**src/shared/bal_pkg.sv**
```systemverilog
// Package for the byte arithmetic and logic unit: operation codes,
// flag bit positions, reset values and cycle counts.
// Assumes the decoder drives one operation code per request.
package bal_pkg;

    // Operation codes issued by the decoder
    typedef enum logic [3:0] {
        BAL_OP_SUM_REGS,
        BAL_OP_CARRY_SUM_REGS,
        BAL_OP_WORD_IMMEDIATE_SUM,
        BAL_OP_DIFFERENCE_REGS,
        BAL_OP_DIFFERENCE_CONST,
        BAL_OP_BORROW_DIFFERENCE_REGS,
        BAL_OP_BORROW_DIFFERENCE_CONST,
        BAL_OP_WORD_IMMEDIATE_DIFFERENCE,
        BAL_OP_CONJ_REGS,
        BAL_OP_BITWISE_CONJ_CONST,
        BAL_OP_DISJ_REGS,
        BAL_OP_BITWISE_DISJ_CONST,
        BAL_OP_BITWISE_XOR_REGS,
        BAL_OP_SET_BITS_MASK,
        BAL_OP_ONES_COMPLEMENT,
        BAL_OP_TWOS_COMPLEMENT
    } bal_op_t;

    // Flag bit positions in the 8-bit flag vector
    localparam int BAL_FLAG_C = 0;
    localparam int BAL_FLAG_Z = 1;
    localparam int BAL_FLAG_N = 2;
    localparam int BAL_FLAG_V = 3;
    localparam int BAL_FLAG_S = 4;
    localparam int BAL_FLAG_H = 5;

    // Values after reset
    localparam logic [7:0] BAL_FLAGS_RESET = 8'h00;
    localparam logic [7:0] BAL_BYTE_RESET = 8'h00;

    // Execution lengths in clocks
    localparam int BAL_BYTE_CYCLES = 1;
    localparam int BAL_WORD_CYCLES = 2;

endpackage

```
**src/rtl/bal_alu.sv**
```systemverilog
// Byte arithmetic and logic unit: executes one operation per request
// and returns the result with its updated flag vector.
// Assumes the decoder holds off new requests while busy_o is high.
//
// Function
// [RULE1] Add registers, optional carry, one clock
// [RULE2] Word add immediate, Z C N V S, two clocks
// [RULE3] Subtract register or constant, one clock
// [RULE4] Subtract with borrow, one clock
// [RULE5] Word subtract immediate, two clocks
// [RULE6] AND writes Z N V only
// [RULE7] OR and XOR update Z N V
// [RULE8] Set mask bits by OR
// [RULE9] Z from zero result, N msb, V cleared
// [RULE10] Complements with carry update, one clock
`timescale 1ns/1ps

module bal_alu
(
    input wire logic clk_i,
    input wire logic rst_n_i,
    input wire logic start_i,
    input wire bal_pkg::bal_op_t op_i,
    input wire logic [7:0] dst_i,
    input wire logic [7:0] dst_high_i,
    input wire logic [7:0] src_i,
    input wire logic [7:0] flags_i,
    output logic [7:0] result_o,
    output logic [7:0] result_high_o,
    output logic [7:0] flags_o,
    output logic done_o,
    output logic word_o,
    output logic busy_o
);
    import bal_pkg::*;

    typedef enum logic {BAL_IDLE, BAL_WORD_HIGH} bal_state_t;

    bal_state_t state_reg;
    bal_op_t op_reg;
    logic [7:0] result_next;
    logic [7:0] flags_next;
    logic [8:0] wide;
    logic [4:0] nib;
    logic cin;
    logic [7:0] a;
    logic [7:0] b;
    logic sub;
    logic [7:0] hold_high;
    logic hold_carry;
    logic [7:0] high_sum;
    logic high_borrow;
    logic [8:0] high_wide;
    logic [7:0] low_saved;
    logic [7:0] flags_saved;
    logic [7:0] src_high_orig;

    // ============================================================
    // Helper: subtract op check, used for both byte and word paths
    function automatic logic is_sub(input bal_op_t op);
        is_sub = op inside {BAL_OP_DIFFERENCE_REGS,
            BAL_OP_DIFFERENCE_CONST, BAL_OP_BORROW_DIFFERENCE_REGS,
            BAL_OP_BORROW_DIFFERENCE_CONST,
            BAL_OP_WORD_IMMEDIATE_DIFFERENCE, BAL_OP_TWOS_COMPLEMENT};
    endfunction

    // Word-pair op check, shared by stage load, sequencer and outputs
    function automatic logic is_word_op(input bal_op_t op);
        is_word_op = op inside {BAL_OP_WORD_IMMEDIATE_SUM,
            BAL_OP_WORD_IMMEDIATE_DIFFERENCE};
    endfunction

    // ============================================================
    // Operand selection and adder for the byte (low) step
    always_comb
    begin
        sub = is_sub(op_i);
        a = dst_i;
        b = src_i;
        cin = 1'b0;
        case (op_i)
            BAL_OP_CARRY_SUM_REGS,
            BAL_OP_BORROW_DIFFERENCE_REGS,
            BAL_OP_BORROW_DIFFERENCE_CONST: cin = flags_i[BAL_FLAG_C];
            // [RULE10] two's complement as zero minus operand
            BAL_OP_TWOS_COMPLEMENT:
            begin
                a = 8'h00;
                b = dst_i;
            end
            default: cin = 1'b0;
        endcase
        if (sub)
        begin
            wide = {1'b0, a} - {1'b0, b} - {8'h00, cin};
            nib = {1'b0, a[3:0]} - {1'b0, b[3:0]} - {4'h0, cin};
        end
        else
        begin
            wide = {1'b0, a} + {1'b0, b} + {8'h00, cin};
            nib = {1'b0, a[3:0]} + {1'b0, b[3:0]} + {4'h0, cin};
        end
    end

    // ============================================================
    // Result and flag selection for the first clock
    always_comb
    begin
        result_next = wide[7:0];
        flags_next = flags_i;
        case (op_i)
            // [RULE1] add with optional carry, Z C N V H
            // [RULE3] subtract register or constant
            // [RULE4] borrow subtract keeps Z when result is zero
            BAL_OP_SUM_REGS, BAL_OP_CARRY_SUM_REGS,
            BAL_OP_DIFFERENCE_REGS, BAL_OP_DIFFERENCE_CONST,
            BAL_OP_BORROW_DIFFERENCE_REGS, BAL_OP_BORROW_DIFFERENCE_CONST,
            BAL_OP_TWOS_COMPLEMENT:
            begin
                flags_next[BAL_FLAG_C] = wide[8];
                flags_next[BAL_FLAG_H] = nib[4];
                flags_next[BAL_FLAG_N] = wide[7];
                if (sub)
                    flags_next[BAL_FLAG_V] = (a[7] ^ b[7]) & (a[7] ^ wide[7]);
                else
                    flags_next[BAL_FLAG_V] = ~(a[7] ^ b[7]) & (a[7] ^ wide[7]);
                if (op_i == BAL_OP_BORROW_DIFFERENCE_REGS ||
                    op_i == BAL_OP_BORROW_DIFFERENCE_CONST)
                    flags_next[BAL_FLAG_Z] = (wide[7:0] == 8'h00) &
                        flags_i[BAL_FLAG_Z];
                else
                    flags_next[BAL_FLAG_Z] = (wide[7:0] == 8'h00);
            end
            // [RULE6] AND updates only Z N V
            BAL_OP_CONJ_REGS, BAL_OP_BITWISE_CONJ_CONST:
                result_next = dst_i & src_i;
            // [RULE7] OR and XOR of operands
            BAL_OP_DISJ_REGS, BAL_OP_BITWISE_DISJ_CONST:
                result_next = dst_i | src_i;
            BAL_OP_BITWISE_XOR_REGS:
                result_next = dst_i ^ src_i;
            // [RULE8] set bits selected by mask
            BAL_OP_SET_BITS_MASK:
                result_next = dst_i | src_i;
            // [RULE10] one's complement sets carry
            BAL_OP_ONES_COMPLEMENT:
            begin
                result_next = 8'hFF - dst_i;
                flags_next[BAL_FLAG_C] = 1'b1;
            end
            default: result_next = wide[7:0];
        endcase
        // [RULE9] logical ops: Z from zero, N msb, V cleared
        if (op_i inside {BAL_OP_CONJ_REGS, BAL_OP_BITWISE_CONJ_CONST,
            BAL_OP_DISJ_REGS, BAL_OP_BITWISE_DISJ_CONST,
            BAL_OP_BITWISE_XOR_REGS, BAL_OP_SET_BITS_MASK,
            BAL_OP_ONES_COMPLEMENT})
        begin
            flags_next[BAL_FLAG_Z] = (result_next == 8'h00);
            flags_next[BAL_FLAG_N] = result_next[7];
            flags_next[BAL_FLAG_V] = 1'b0;
        end
    end

    // ============================================================
    // Second clock of a word op: high byte absorbs the low carry
    assign src_high_orig = hold_high;
    always_comb
    begin
        if (is_sub(op_reg))
            high_wide = {1'b0, src_high_orig} - {8'h00, hold_carry};
        else
            high_wide = {1'b0, src_high_orig} + {8'h00, hold_carry};
        high_sum = high_wide[7:0];
        high_borrow = high_wide[8];
    end

    // The high byte and low carry are parked in the word stage
    bal_word_stage u_word_stage
    (
        .clk_i(clk_i),
        .rst_n_i(rst_n_i),
        .load_i(start_i && !busy_o && is_word_op(op_i)),
        .high_i(dst_high_i),
        .carry_i(wide[8]),
        .high_o(hold_high),
        .carry_o(hold_carry)
    );

    // ============================================================
    // Sequencer: one clock for byte ops, two for word ops
    always_ff @(posedge clk_i or negedge rst_n_i)
    begin
        if (!rst_n_i)
        begin
            state_reg <= BAL_IDLE;
            op_reg <= BAL_OP_SUM_REGS;
            low_saved <= BAL_BYTE_RESET;
            flags_saved <= BAL_FLAGS_RESET;
        end
        else
        begin
            case (state_reg)
                BAL_IDLE:
                    // [RULE2] word add takes a second clock
                    // [RULE5] word subtract takes a second clock
                    if (start_i && is_word_op(op_i))
                    begin
                        state_reg <= BAL_WORD_HIGH;
                        op_reg <= op_i;
                        low_saved <= wide[7:0];
                        flags_saved <= flags_i;
                    end
                BAL_WORD_HIGH:
                    state_reg <= BAL_IDLE;
                default:
                    state_reg <= BAL_IDLE;
            endcase
        end
    end

    // ============================================================
    // Registered outputs; flags held until the next completion
    always_ff @(posedge clk_i or negedge rst_n_i)
    begin
        if (!rst_n_i)
        begin
            result_o <= BAL_BYTE_RESET;
            result_high_o <= BAL_BYTE_RESET;
            flags_o <= BAL_FLAGS_RESET;
            done_o <= 1'b0;
            word_o <= 1'b0;
            busy_o <= 1'b0;
        end
        else
        begin
            done_o <= 1'b0;
            word_o <= 1'b0;
            busy_o <= 1'b0;
            if (state_reg == BAL_WORD_HIGH)
            begin
                // [RULE2] word flags Z C N V S from 16-bit result
                result_o <= low_saved;
                result_high_o <= high_sum;
                flags_o <= flags_saved;
                flags_o[BAL_FLAG_Z] <= ({high_sum, low_saved} == 16'h0000);
                flags_o[BAL_FLAG_C] <= high_borrow;
                flags_o[BAL_FLAG_N] <= high_sum[7];
                if (is_sub(op_reg))
                begin
                    flags_o[BAL_FLAG_V] <= src_high_orig[7] & ~high_sum[7];
                    flags_o[BAL_FLAG_S] <= high_sum[7] ^
                        (src_high_orig[7] & ~high_sum[7]);
                end
                else
                begin
                    flags_o[BAL_FLAG_V] <= ~src_high_orig[7] & high_sum[7];
                    flags_o[BAL_FLAG_S] <= high_sum[7] ^
                        (~src_high_orig[7] & high_sum[7]);
                end
                done_o <= 1'b1;
                word_o <= 1'b1;
            end
            else if (start_i)
            begin
                if (is_word_op(op_i))
                    busy_o <= 1'b1;
                else
                begin
                    result_o <= result_next;
                    flags_o <= flags_next;
                    done_o <= 1'b1;
                end
            end
        end
    end
endmodule

```
**src/rtl/bal_word_stage.sv**
```systemverilog
// Word stage: holds the high byte and the low-byte carry of a word
// operation between its first and second clock.
// Assumes the main datapath supplies the captured operands.
`timescale 1ns/1ps

module bal_word_stage
(
    input wire logic clk_i,
    input wire logic rst_n_i,
    input wire logic load_i,
    input wire logic [7:0] high_i,
    input wire logic carry_i,
    output logic [7:0] high_o,
    output logic carry_o
);
    import bal_pkg::*;

    // ============================================================
    // Captured operands, read from registers in the second clock
    always_ff @(posedge clk_i or negedge rst_n_i)
    begin
        if (!rst_n_i)
        begin
            high_o <= BAL_BYTE_RESET;
            carry_o <= 1'b0;
        end
        else if (load_i)
        begin
            high_o <= high_i;
            carry_o <= carry_i;
        end
    end

endmodule

```
**config.mk**
```make
export PLATFORM = sky130hd
export DESIGN_NAME = bal_alu
export DESIGN_NICKNAME = d
export VERILOG_FILES = /design/src/shared/bal_pkg.sv /design/src/rtl/bal_alu.sv /design/src/rtl/bal_word_stage.sv
export SDC_FILE = /design/constraint.sdc
export NUM_CORES = 1
export LEC_CHECK = 0
export BUFFER_PORTS_ARGS = -buffer_cell sky130_fd_sc_hd__clkbuf_2
export CAP_MARGIN = 20
export CELL_PAD_IN_SITES_DETAIL_PLACEMENT = 1
export CELL_PAD_IN_SITES_GLOBAL_PLACEMENT = 2
export CORE_MARGIN = 2
export CORE_UTILIZATION = 37
export DETAILED_ROUTE_END_ITERATION = 8
export PLACE_DENSITY = 0.93
export SETUP_SLACK_MARGIN = 0.05
export SYNTH_ARGS = -nofsm -noshare
export SYNTH_HDL_FRONTEND = slang
export SYNTH_HIERARCHICAL = 1
export SYNTH_SLANG_ARGS = --single-unit
```
**constraint.sdc**
```tcl
create_clock -name clk_i -period 8.3 [get_ports clk_i]
set_input_delay 1.245 -clock clk_i [delete_from_list [all_inputs] [get_ports clk_i]]
set_output_delay 1.245 -clock clk_i [all_outputs]
set_load 0.02 [all_outputs]
```
After elaboration in Yosys (flattened, before gate mapping)

Index checks and enable logic that the tools add are counted.

Eq/ne operators: 22
Bitwise gates (word level): 16
$add $sub $neg: 11
Mux-type cells: 29
Reductions and logical operators: 20

Operator list:

| kind                                                            | number |
|---|---|
| 8-bit two-way mux                                               | 8 |
| 4-bit == test, second input constant                            | 9 |
| 4-bit by 3-bit == test with 1-bit output, second input constant | 8 |
| 8-bit case mux with 4 select lines                              | 1 |
| 9-bit two-way mux                                               | 2 |
| 16-bit logical NOT                                              | 1 |
| 8-bit logical NOT                                               | 2 |
| 4-bit by 2-bit == test with 1-bit output, second input constant | 3 |
| 1-bit two-way mux                                               | 12 |
| 6-bit nonzero test                                              | 2 |
| 8-bit by 1-bit adder with 9-bit output                          | 1 |
| 8-bit by 8-bit adder with 9-bit output                          | 1 |
| 9-bit by 1-bit adder with 9-bit output                          | 1 |
| 8-bit by 1-bit subtractor with 9-bit output                     | 1 |
| 8-bit by 8-bit subtractor with 9-bit output                     | 1 |
| 9-bit by 1-bit subtractor with 9-bit output                     | 1 |
| 8-bit bitwise AND                                               | 1 |
| 8-bit bitwise OR                                                | 1 |
| 8-bit subtractor, first input constant                          | 1 |
| 8-bit XOR                                                       | 1 |
| 7-bit nonzero test                                              | 1 |
| 7-bit OR reduction                                              | 1 |
| 3-bit two-way mux                                               | 2 |
| 3-bit OR reduction                                              | 2 |
| 19 further kinds                                                | 34 |

Input port bits: 39
Output and inout bits: 27
Register bits: 57
Word-level logic and storage cells: 110

Depth between registers and ports, before layout

Word-level depth: 13
Depth in mapped cells: 17
Gate-level depth less buffers: 15

By module

The synthesis kept the hierarchy.

By module, submodules not included:

| module         | cells each | area an instance (sq um) | times used | seq. area each (sq um) |
|---|---|---|---|---|
| bal_alu        | 492        | 3,936.3                  | 1          | 1,051.0 |
| bal_word_stage | 19         | 371.6                    | 1          | 225.2 |

Worst setup path after synthesis

No wires, ideal clock.

Kind: input -> register
Start: input op_i[1]
End: register flags_o[3]
Setup time: 104 ps
Cell stages on the path: 17
Path slack: 3,665 ps
Data arrival time: 4,532 ps
Required time: 8,196 ps
Buffers on the path: 2
Cells stage by stage: buf_2 > clkbuf_1 > inv_1 > mux2_2 > nand3_1 > inv_1 > fa_1 > inv_1 > ha_1 > and4_1 > a2111o_1 > a21o_1 > a21oi_2 > xnor2_1 > mux2i_4 > xnor2_1 > o41ai_2

Longest elaborated chain between the ends: 13
Elaborated cells between the ends (all ways): 42
Those cells by class: add/sub: 4; eq/ne: 16; mux: 10; bitwise: 5; reduce/logical: 7

Ends and longest elaborated chain:

| what                                                                                                  | line                                         | text |
|---|---|---|
| from (decl)                                                                                           | bal_alu.sv:23                                | `input wire bal_pkg::bal_op_t op_i,` |
| 4-bit == test (tied with other cells)                                                                 | bal_alu.sv:61, bal_alu.sv:81, bal_alu.sv:111 |  |
| 8-bit two-way mux or 3-bit OR reduction (tied branches)                                               | bal_alu.sv:81                                | `case (op_i)` |
| 8-bit by 8-bit adder with 9-bit output (tied with other cells)                                        | bal_alu.sv:100                               | `wide = {1'b0, a} + {1'b0, b} + {8'h00, cin};` |
| 9-bit by 1-bit adder with 9-bit output or 9-bit by 1-bit subtractor with 9-bit output (tied branches) | bal_alu.sv:100, bal_alu.sv:95                |  |
| 9-bit two-way mux                                                                                     | bal_alu.sv:93                                | `if (sub)` |
| 1-bit XOR                                                                                             | bal_alu.sv:124, bal_alu.sv:126               |  |
| 1-bit bitwise AND (on tied branches)                                                                  | bal_alu.sv:126, bal_alu.sv:124               |  |
| 1-bit two-way mux                                                                                     | bal_alu.sv:123                               | `if (sub)` |
| 3-bit two-way mux                                                                                     | bal_alu.sv:111                               | `case (op_i)` |
| 3-bit two-way mux                                                                                     | bal_alu.sv:154                               | `if (op_i inside {BAL_OP_CONJ_REGS, BAL_OP_BITWISE_CONJ_CONST,` |
| 8-bit two-way mux                                                                                     | bal_alu.sv:266                               | `if (is_word_op(op_i))` |
| 8-bit two-way mux                                                                                     | bal_alu.sv:264                               | `else if (start_i)` |
| 8-bit two-way mux                                                                                     | bal_alu.sv:240                               | `if (state_reg == BAL_WORD_HIGH)` |
| to (signal assigned)                                                                                  | bal_alu.sv:245                               | `flags_o <= flags_saved;` |
| to (signal, indexed assignment)                                                                       | bal_alu.sv:246                               | `flags_o[BAL_FLAG_Z] <= ({high_sum, low_saved} == 16'h0000);` |
| to (signal assigned)                                                                                  | bal_alu.sv:271                               | `flags_o <= flags_next;` |
| to (decl)                                                                                             | bal_alu.sv:30                                | `output logic [7:0] flags_o,` |

Parallel ways exist; a longest one is shown, timed or not. The select of a mux whose other input is x is not followed.
A chain may end at the register's enable or synchronous reset.

Final worst setup path

Start: input op_i[2]
End: register flags_o[1]

Longest elaborated chain between the ends: 13
Elaborated cells between the ends (all ways): 44
Those cells by class: add/sub: 4; eq/ne: 16; mux: 11; bitwise: 1; reduce/logical: 12

Ends and longest elaborated chain:

| what                                                                                                  | line                                         | text |
|---|---|---|
| 4-bit == test (tied with other cells)                                                                 | bal_alu.sv:61, bal_alu.sv:81, bal_alu.sv:111 |  |
| 8-bit two-way mux or 3-bit OR reduction (tied branches)                                               | bal_alu.sv:81                                |  |
| 8-bit by 8-bit adder with 9-bit output (tied with other cells)                                        | bal_alu.sv:100                               |  |
| 9-bit by 1-bit adder with 9-bit output or 9-bit by 1-bit subtractor with 9-bit output (tied branches) | bal_alu.sv:100, bal_alu.sv:95                |  |
| 9-bit two-way mux                                                                                     | bal_alu.sv:93                                |  |
| 8-bit logical NOT                                                                                     | bal_alu.sv:129, bal_alu.sv:132               |  |
| 1-bit bitwise AND                                                                                     | bal_alu.sv:129                               | `flags_next[BAL_FLAG_Z] = (wide[7:0] == 8'h00) &` |
| 1-bit two-way mux                                                                                     | bal_alu.sv:127                               | `if (op_i == BAL_OP_BORROW_DIFFERENCE_REGS \|\|` |
| 3-bit two-way mux                                                                                     | bal_alu.sv:111                               |  |
| 3-bit two-way mux                                                                                     | bal_alu.sv:154                               |  |
| 8-bit two-way mux                                                                                     | bal_alu.sv:266                               |  |
| 8-bit two-way mux                                                                                     | bal_alu.sv:264                               |  |
| 8-bit two-way mux                                                                                     | bal_alu.sv:240                               |  |

Parallel ways exist; a longest one is shown, timed or not. The select of a mux whose other input is x is not followed.

==> results.md <==
Floorplanning:
- The effective utilization at floorplan is 0.379.
- The height of the die is 112 um.
- The site row count is 39.
- The area enclosed by the die boundary is 12500 sq um.
- The die is roughly 110 um wide.
- The core region area is 11400 sq um.
- In this run the count of I/O pins placed on the die edge is 66.

Synthesis:
- Yosys attributes the largest share of cell area to sky130_fd_sc_hd__dfrtp_1, sky130_fd_sc_hd__ha_1, sky130_fd_sc_hd__nand2_1.
- The number of distinct standard cells referenced by the synthesized netlist is between 60 and 70.
- The library cell occupying the most area in the post-synthesis netlist is sky130_fd_sc_hd__dfrtp_1.
- The most common cell in the synthesized netlist is sky130_fd_sc_hd__nand2_1.
- The top cell type's share of synthesized area is 0.296.
- The gate count after technology mapping is 511.
- Ranked by instance count, the synthesized netlist is headed by sky130_fd_sc_hd__nand2_1, sky130_fd_sc_hd__dfrtp_1, sky130_fd_sc_hd__inv_1.
- The synthesized design contains 51 register bits.
- The cell area that synthesis handed to floorplanning was 4310 sq um.
- For this run, the leading register cell type out of synthesis is sky130_fd_sc_hd__dfrtp_1.
- The number of nets handed over by synthesis was 598.
- The average cell area after synthesis is about 8.4 sq um.
- The post-synthesis sequential area ratio is 0.296.
- The number of warning messages in the yosys log is 6.
- In this run, synthesis inferred 0 flip-flops with an integrated enable.
- Counting flops with an async set or reset pin after synthesis yields a share of 1.00.

Global routing:
- The largest net degree at the start of global routing is 52.
- The total overflow left after global routing is 0.
- The wire length of the first global-routing pass is roughly 21000 um.
- The initial antenna violation count came to 0.
- For this run, the total global-route usage over all layers was measured as 0.208.
- The number of global-route vias before repair is 4127.

Clocking:
- After clock tree synthesis, the clock-pin slew on the worst setup and hold paths is 0.07 ns.
- The number of sinks on the clock net is 51.
- The number of clock buffers added by TritonCTS is 5.
- In this run, post-CTS hold repair placed 0 buffers.
- After clock tree synthesis, the repair step resized 0 gates.
- In this run the number of H-tree levels came out at 2.
- The clock root buffer is sky130_fd_sc_hd__clkbuf_16.
- The number of setup buffers added after CTS is 0.
- Counting along the longest clock path gives a buffer depth of 2.
- The source-to-sink clock delay at the later pin of the worst-skew pair is around 0.3 ns.
- The clock tree from TritonCTS is built.

Place:
- During placement, the flow inserted port buffers numbering between 60 and 70.
- The global placer's final weighted congestion is 0.864.
- Before CTS, the worst setup slack after placement is just under 3 ns.
- Detailed placement ended at an HPWL of 10000 um.

Job:
- Across the run, the number of max-cap violations was 0.

Critical path:
- The worst register-to-register path has a setup slack of 4.91 ns.
- The path type of the worst setup path is input port to register.
- The library cell appearing most often on the critical path is sky130_fd_sc_hd__ha_1.
- The arrival time reported for the critical path endpoint is ~5.3 ns.
- The number of buffers and inverters on the critical path is 1.
- STA classifies the critical path endpoint as a register.
- The data required time of the worst path is ~8.5 ns.
- Traced cell by cell, the critical path runs through clkbuf_2 > nand4_4 > o21ai_0 > ha_1 > ha_1 > a2111oi_0 > nor4_1 > nor2_1 > nand3_1 > a221oi_1 > a21oi_1 > o32ai_1.
- The destination of the worst register-to-register timing path is flags_o[3].
- The maximum fanout count along the critical path is 27.
- The sort of element at the start of the critical path is an input port.
- The category of cells accounting for the largest share of critical-path delay is compound AO/OA/AOI/OAI gates.
- The worst register-to-register path begins at op_reg[1].
- The worst-path cell with the longest stage delay is sky130_fd_sc_hd__a2111oi_0.
- Measured in cells, the most critical reg-to-reg path has a length of 12.
- In this design, the stage delay of the slowest critical-path cell is 0.82 ns.

Min path:
- The tightest min-delay check is of the register to register type.
- The worst hold path begins at flags_saved[6].
- Counting instances, the worst hold path has a depth of 2.
- For hold timing, the worst endpoint is flags_saved[6].

Power:
- Power spread over the standard cell area amounts to 226 nW/um^2.
- IR analysis of the VDD net gives a maximum drop of between 0.15 and 0.2 mV.
- The analysis attributes to cell leakage a power of 2.41 nW.
- The net switching power figure is 0.465 mW.
- Internal power comes to 0.640 mW.
- Of the total power, the clock network draws 0.189.
- The part of the power in registers is 0.324.
- The logic gate share of total power is 0.487.
- The switching portion of total power is 0.421.

Timing:
- The max-slew violation count is 0.
- The final worst setup slack is 3.18 ns.
- The ratio of final minimum period to clock period is 0.616.
- The pin slew with the least headroom to its limit is 0.916 ns.
- Setup violations remaining at the end of the flow were counted as 0.
- The final count of hold timing violations is 0.
- The setup TNS is 0 ns.
- The worst relative slew slack is 0.373.
- The clock period minus final worst setup slack is just over 5 ns.
- Setup repair after global routing left no endpoint under its margin.
- Based on the critical path, the design can be clocked at up to just under 200 MHz.
- The clock skew after layout is around 0.005 ns.

Cells and area:
- The repair_antennas step left the layout with diodes totalling 0.
- From synthesis to final layout, the design area changed by 13.4%.
- The post-layout net count is 652.
- The layout cell share with drive strength beyond 1 is 0.173.
- Measured on the finished design, the core utilization comes to 0.430.

Run status:
- The flow ran to the end, and the final reports show no timing, DRC or antenna violations.

Route:
- The routed wirelength normalized by instance count is 17.9 um.
- The first TritonRoute pass finished after 4 iterations.
- The DRC violation count after routing is 0.
- The total detailed-routing wirelength is about 13000 um.
- Across all layers, the routed design uses 3888 vias.
- Once detail routing completed, the nets flagged for antenna violations numbered 0.
- The initial DRC count is 166.
- The detail-routed via count per cell is around 5.5.
-- cell type report --
class	count	area, sq um
multi-input cells	389	2750
fillers	1396	6480
inverters	51	191
repair buffers	67	343
well taps	143	179
clock buffers	5	125
clock inverters	3	20.0
flip-flops and latches	51	1280
-- worst max path at each step --
stage,from,to,slack (ns),cells after the start
floorplan,op_i[1],flags_o[3],3.66,17
global placement,op_i[2],flags_o[3],3.08,13
detailed placement,op_i[2],flags_o[3],2.95,13
CTS,op_i[2],flags_o[3],3.25,13
global route,op_i[2],flags_o[1],2.79,12
finish,op_i[2],flags_o[1],3.18,12
-- layout by cell type (no fill, tap or decap), types with 5 or more instances in the layout --
master                      synthesis  routed
sky130_fd_sc_hd__nor2b_1            6       6
sky130_fd_sc_hd__inv_1             50      50
sky130_fd_sc_hd__nor3_1            10      10
sky130_fd_sc_hd__o21a_1             8       8
sky130_fd_sc_hd__xnor2_1           11      11
sky130_fd_sc_hd__dfrtp_1           51      51
sky130_fd_sc_hd__o21ai_0           38      38
sky130_fd_sc_hd__clkbuf_2           1      64
sky130_fd_sc_hd__a21oi_1           29      29
sky130_fd_sc_hd__and2_1            11      11
sky130_fd_sc_hd__clkbuf_16          0       5
sky130_fd_sc_hd__mux2_4             9       9
sky130_fd_sc_hd__nor2_1            32      32
sky130_fd_sc_hd__nand3_1           13      13
sky130_fd_sc_hd__ha_1              43      43
sky130_fd_sc_hd__nand2_1           69      69
sky130_fd_sc_hd__nand2b_1          10      10
sky130_fd_sc_hd__fa_1               5       5
sky130_fd_sc_hd__mux2i_1           11      11
-- metal layers --
metal / vias up / global-route usage / part of all wire
met5: - / 0 / 0
met3: 17 / 0.0289 / 0.038
li1: 1884 / - / -
met2: 68 / 0.360 / 0.49
met4: 0 / 0.0519 / 0.018
met1: 1919 / 0.275 / 0.46
-- power groups by stage --
stage	Sequential [mW]	Clock [mW]	Combinational (mW)
after floorplan	0.397	0	0.334
after global placement	0.360	0	0.513
after detailed placement	0.364	0	0.536
after CTS	0.359	0.213	0.542
after global routing	0.367	0.221	0.597
final	0.358	0.209	0.538
-- metrics by stage --
step	instances	instance area (sq um)	power [mW]	hold WS (ns)
finish	709	4890	1.11	0.478
CTS	709	4890	1.11	0.480
global route	709	4890	1.18	0.513
detailed placement	701	4740	0.900	0.462
floorplan	511	4310	0.731	0.446
global placement	701	4740	0.873	0.457
-- worst register-to-register path, cell delays in order (launching register included) --
cell                       delay (ns)
sky130_fd_sc_hd__dfrtp_1         0.37
sky130_fd_sc_hd__a21oi_1         0.07
sky130_fd_sc_hd__o21ai_0         0.43
sky130_fd_sc_hd__nand2b_1        0.39
sky130_fd_sc_hd__ha_1            0.32
sky130_fd_sc_hd__o21ai_0         0.13
sky130_fd_sc_hd__a21oi_1         0.37
sky130_fd_sc_hd__o21ai_0         0.20
sky130_fd_sc_hd__a21oi_1         0.20
sky130_fd_sc_hd__xor2_1          0.34
sky130_fd_sc_hd__mux2i_1         0.14
sky130_fd_sc_hd__a22oi_1         0.20
sky130_fd_sc_hd__o41ai_2         0.11
-- cell families (layout without fill, tap and decap cells) --
group / Yosys count / count (layout) / share of synthesized area
compound gates: 130 / 130 / 0.196
xor+xnor: 15 / 15 / 0.0305
fa+ha+maj: 48 / 48 / 0.148
buf+inv: 71 / 126 / 0.0648
flops: 51 / 51 / 0.296
mux: 25 / 25 / 0.0726
simple gates: 171 / 171 / 0.192
Power figures use the tool's default switching activity.
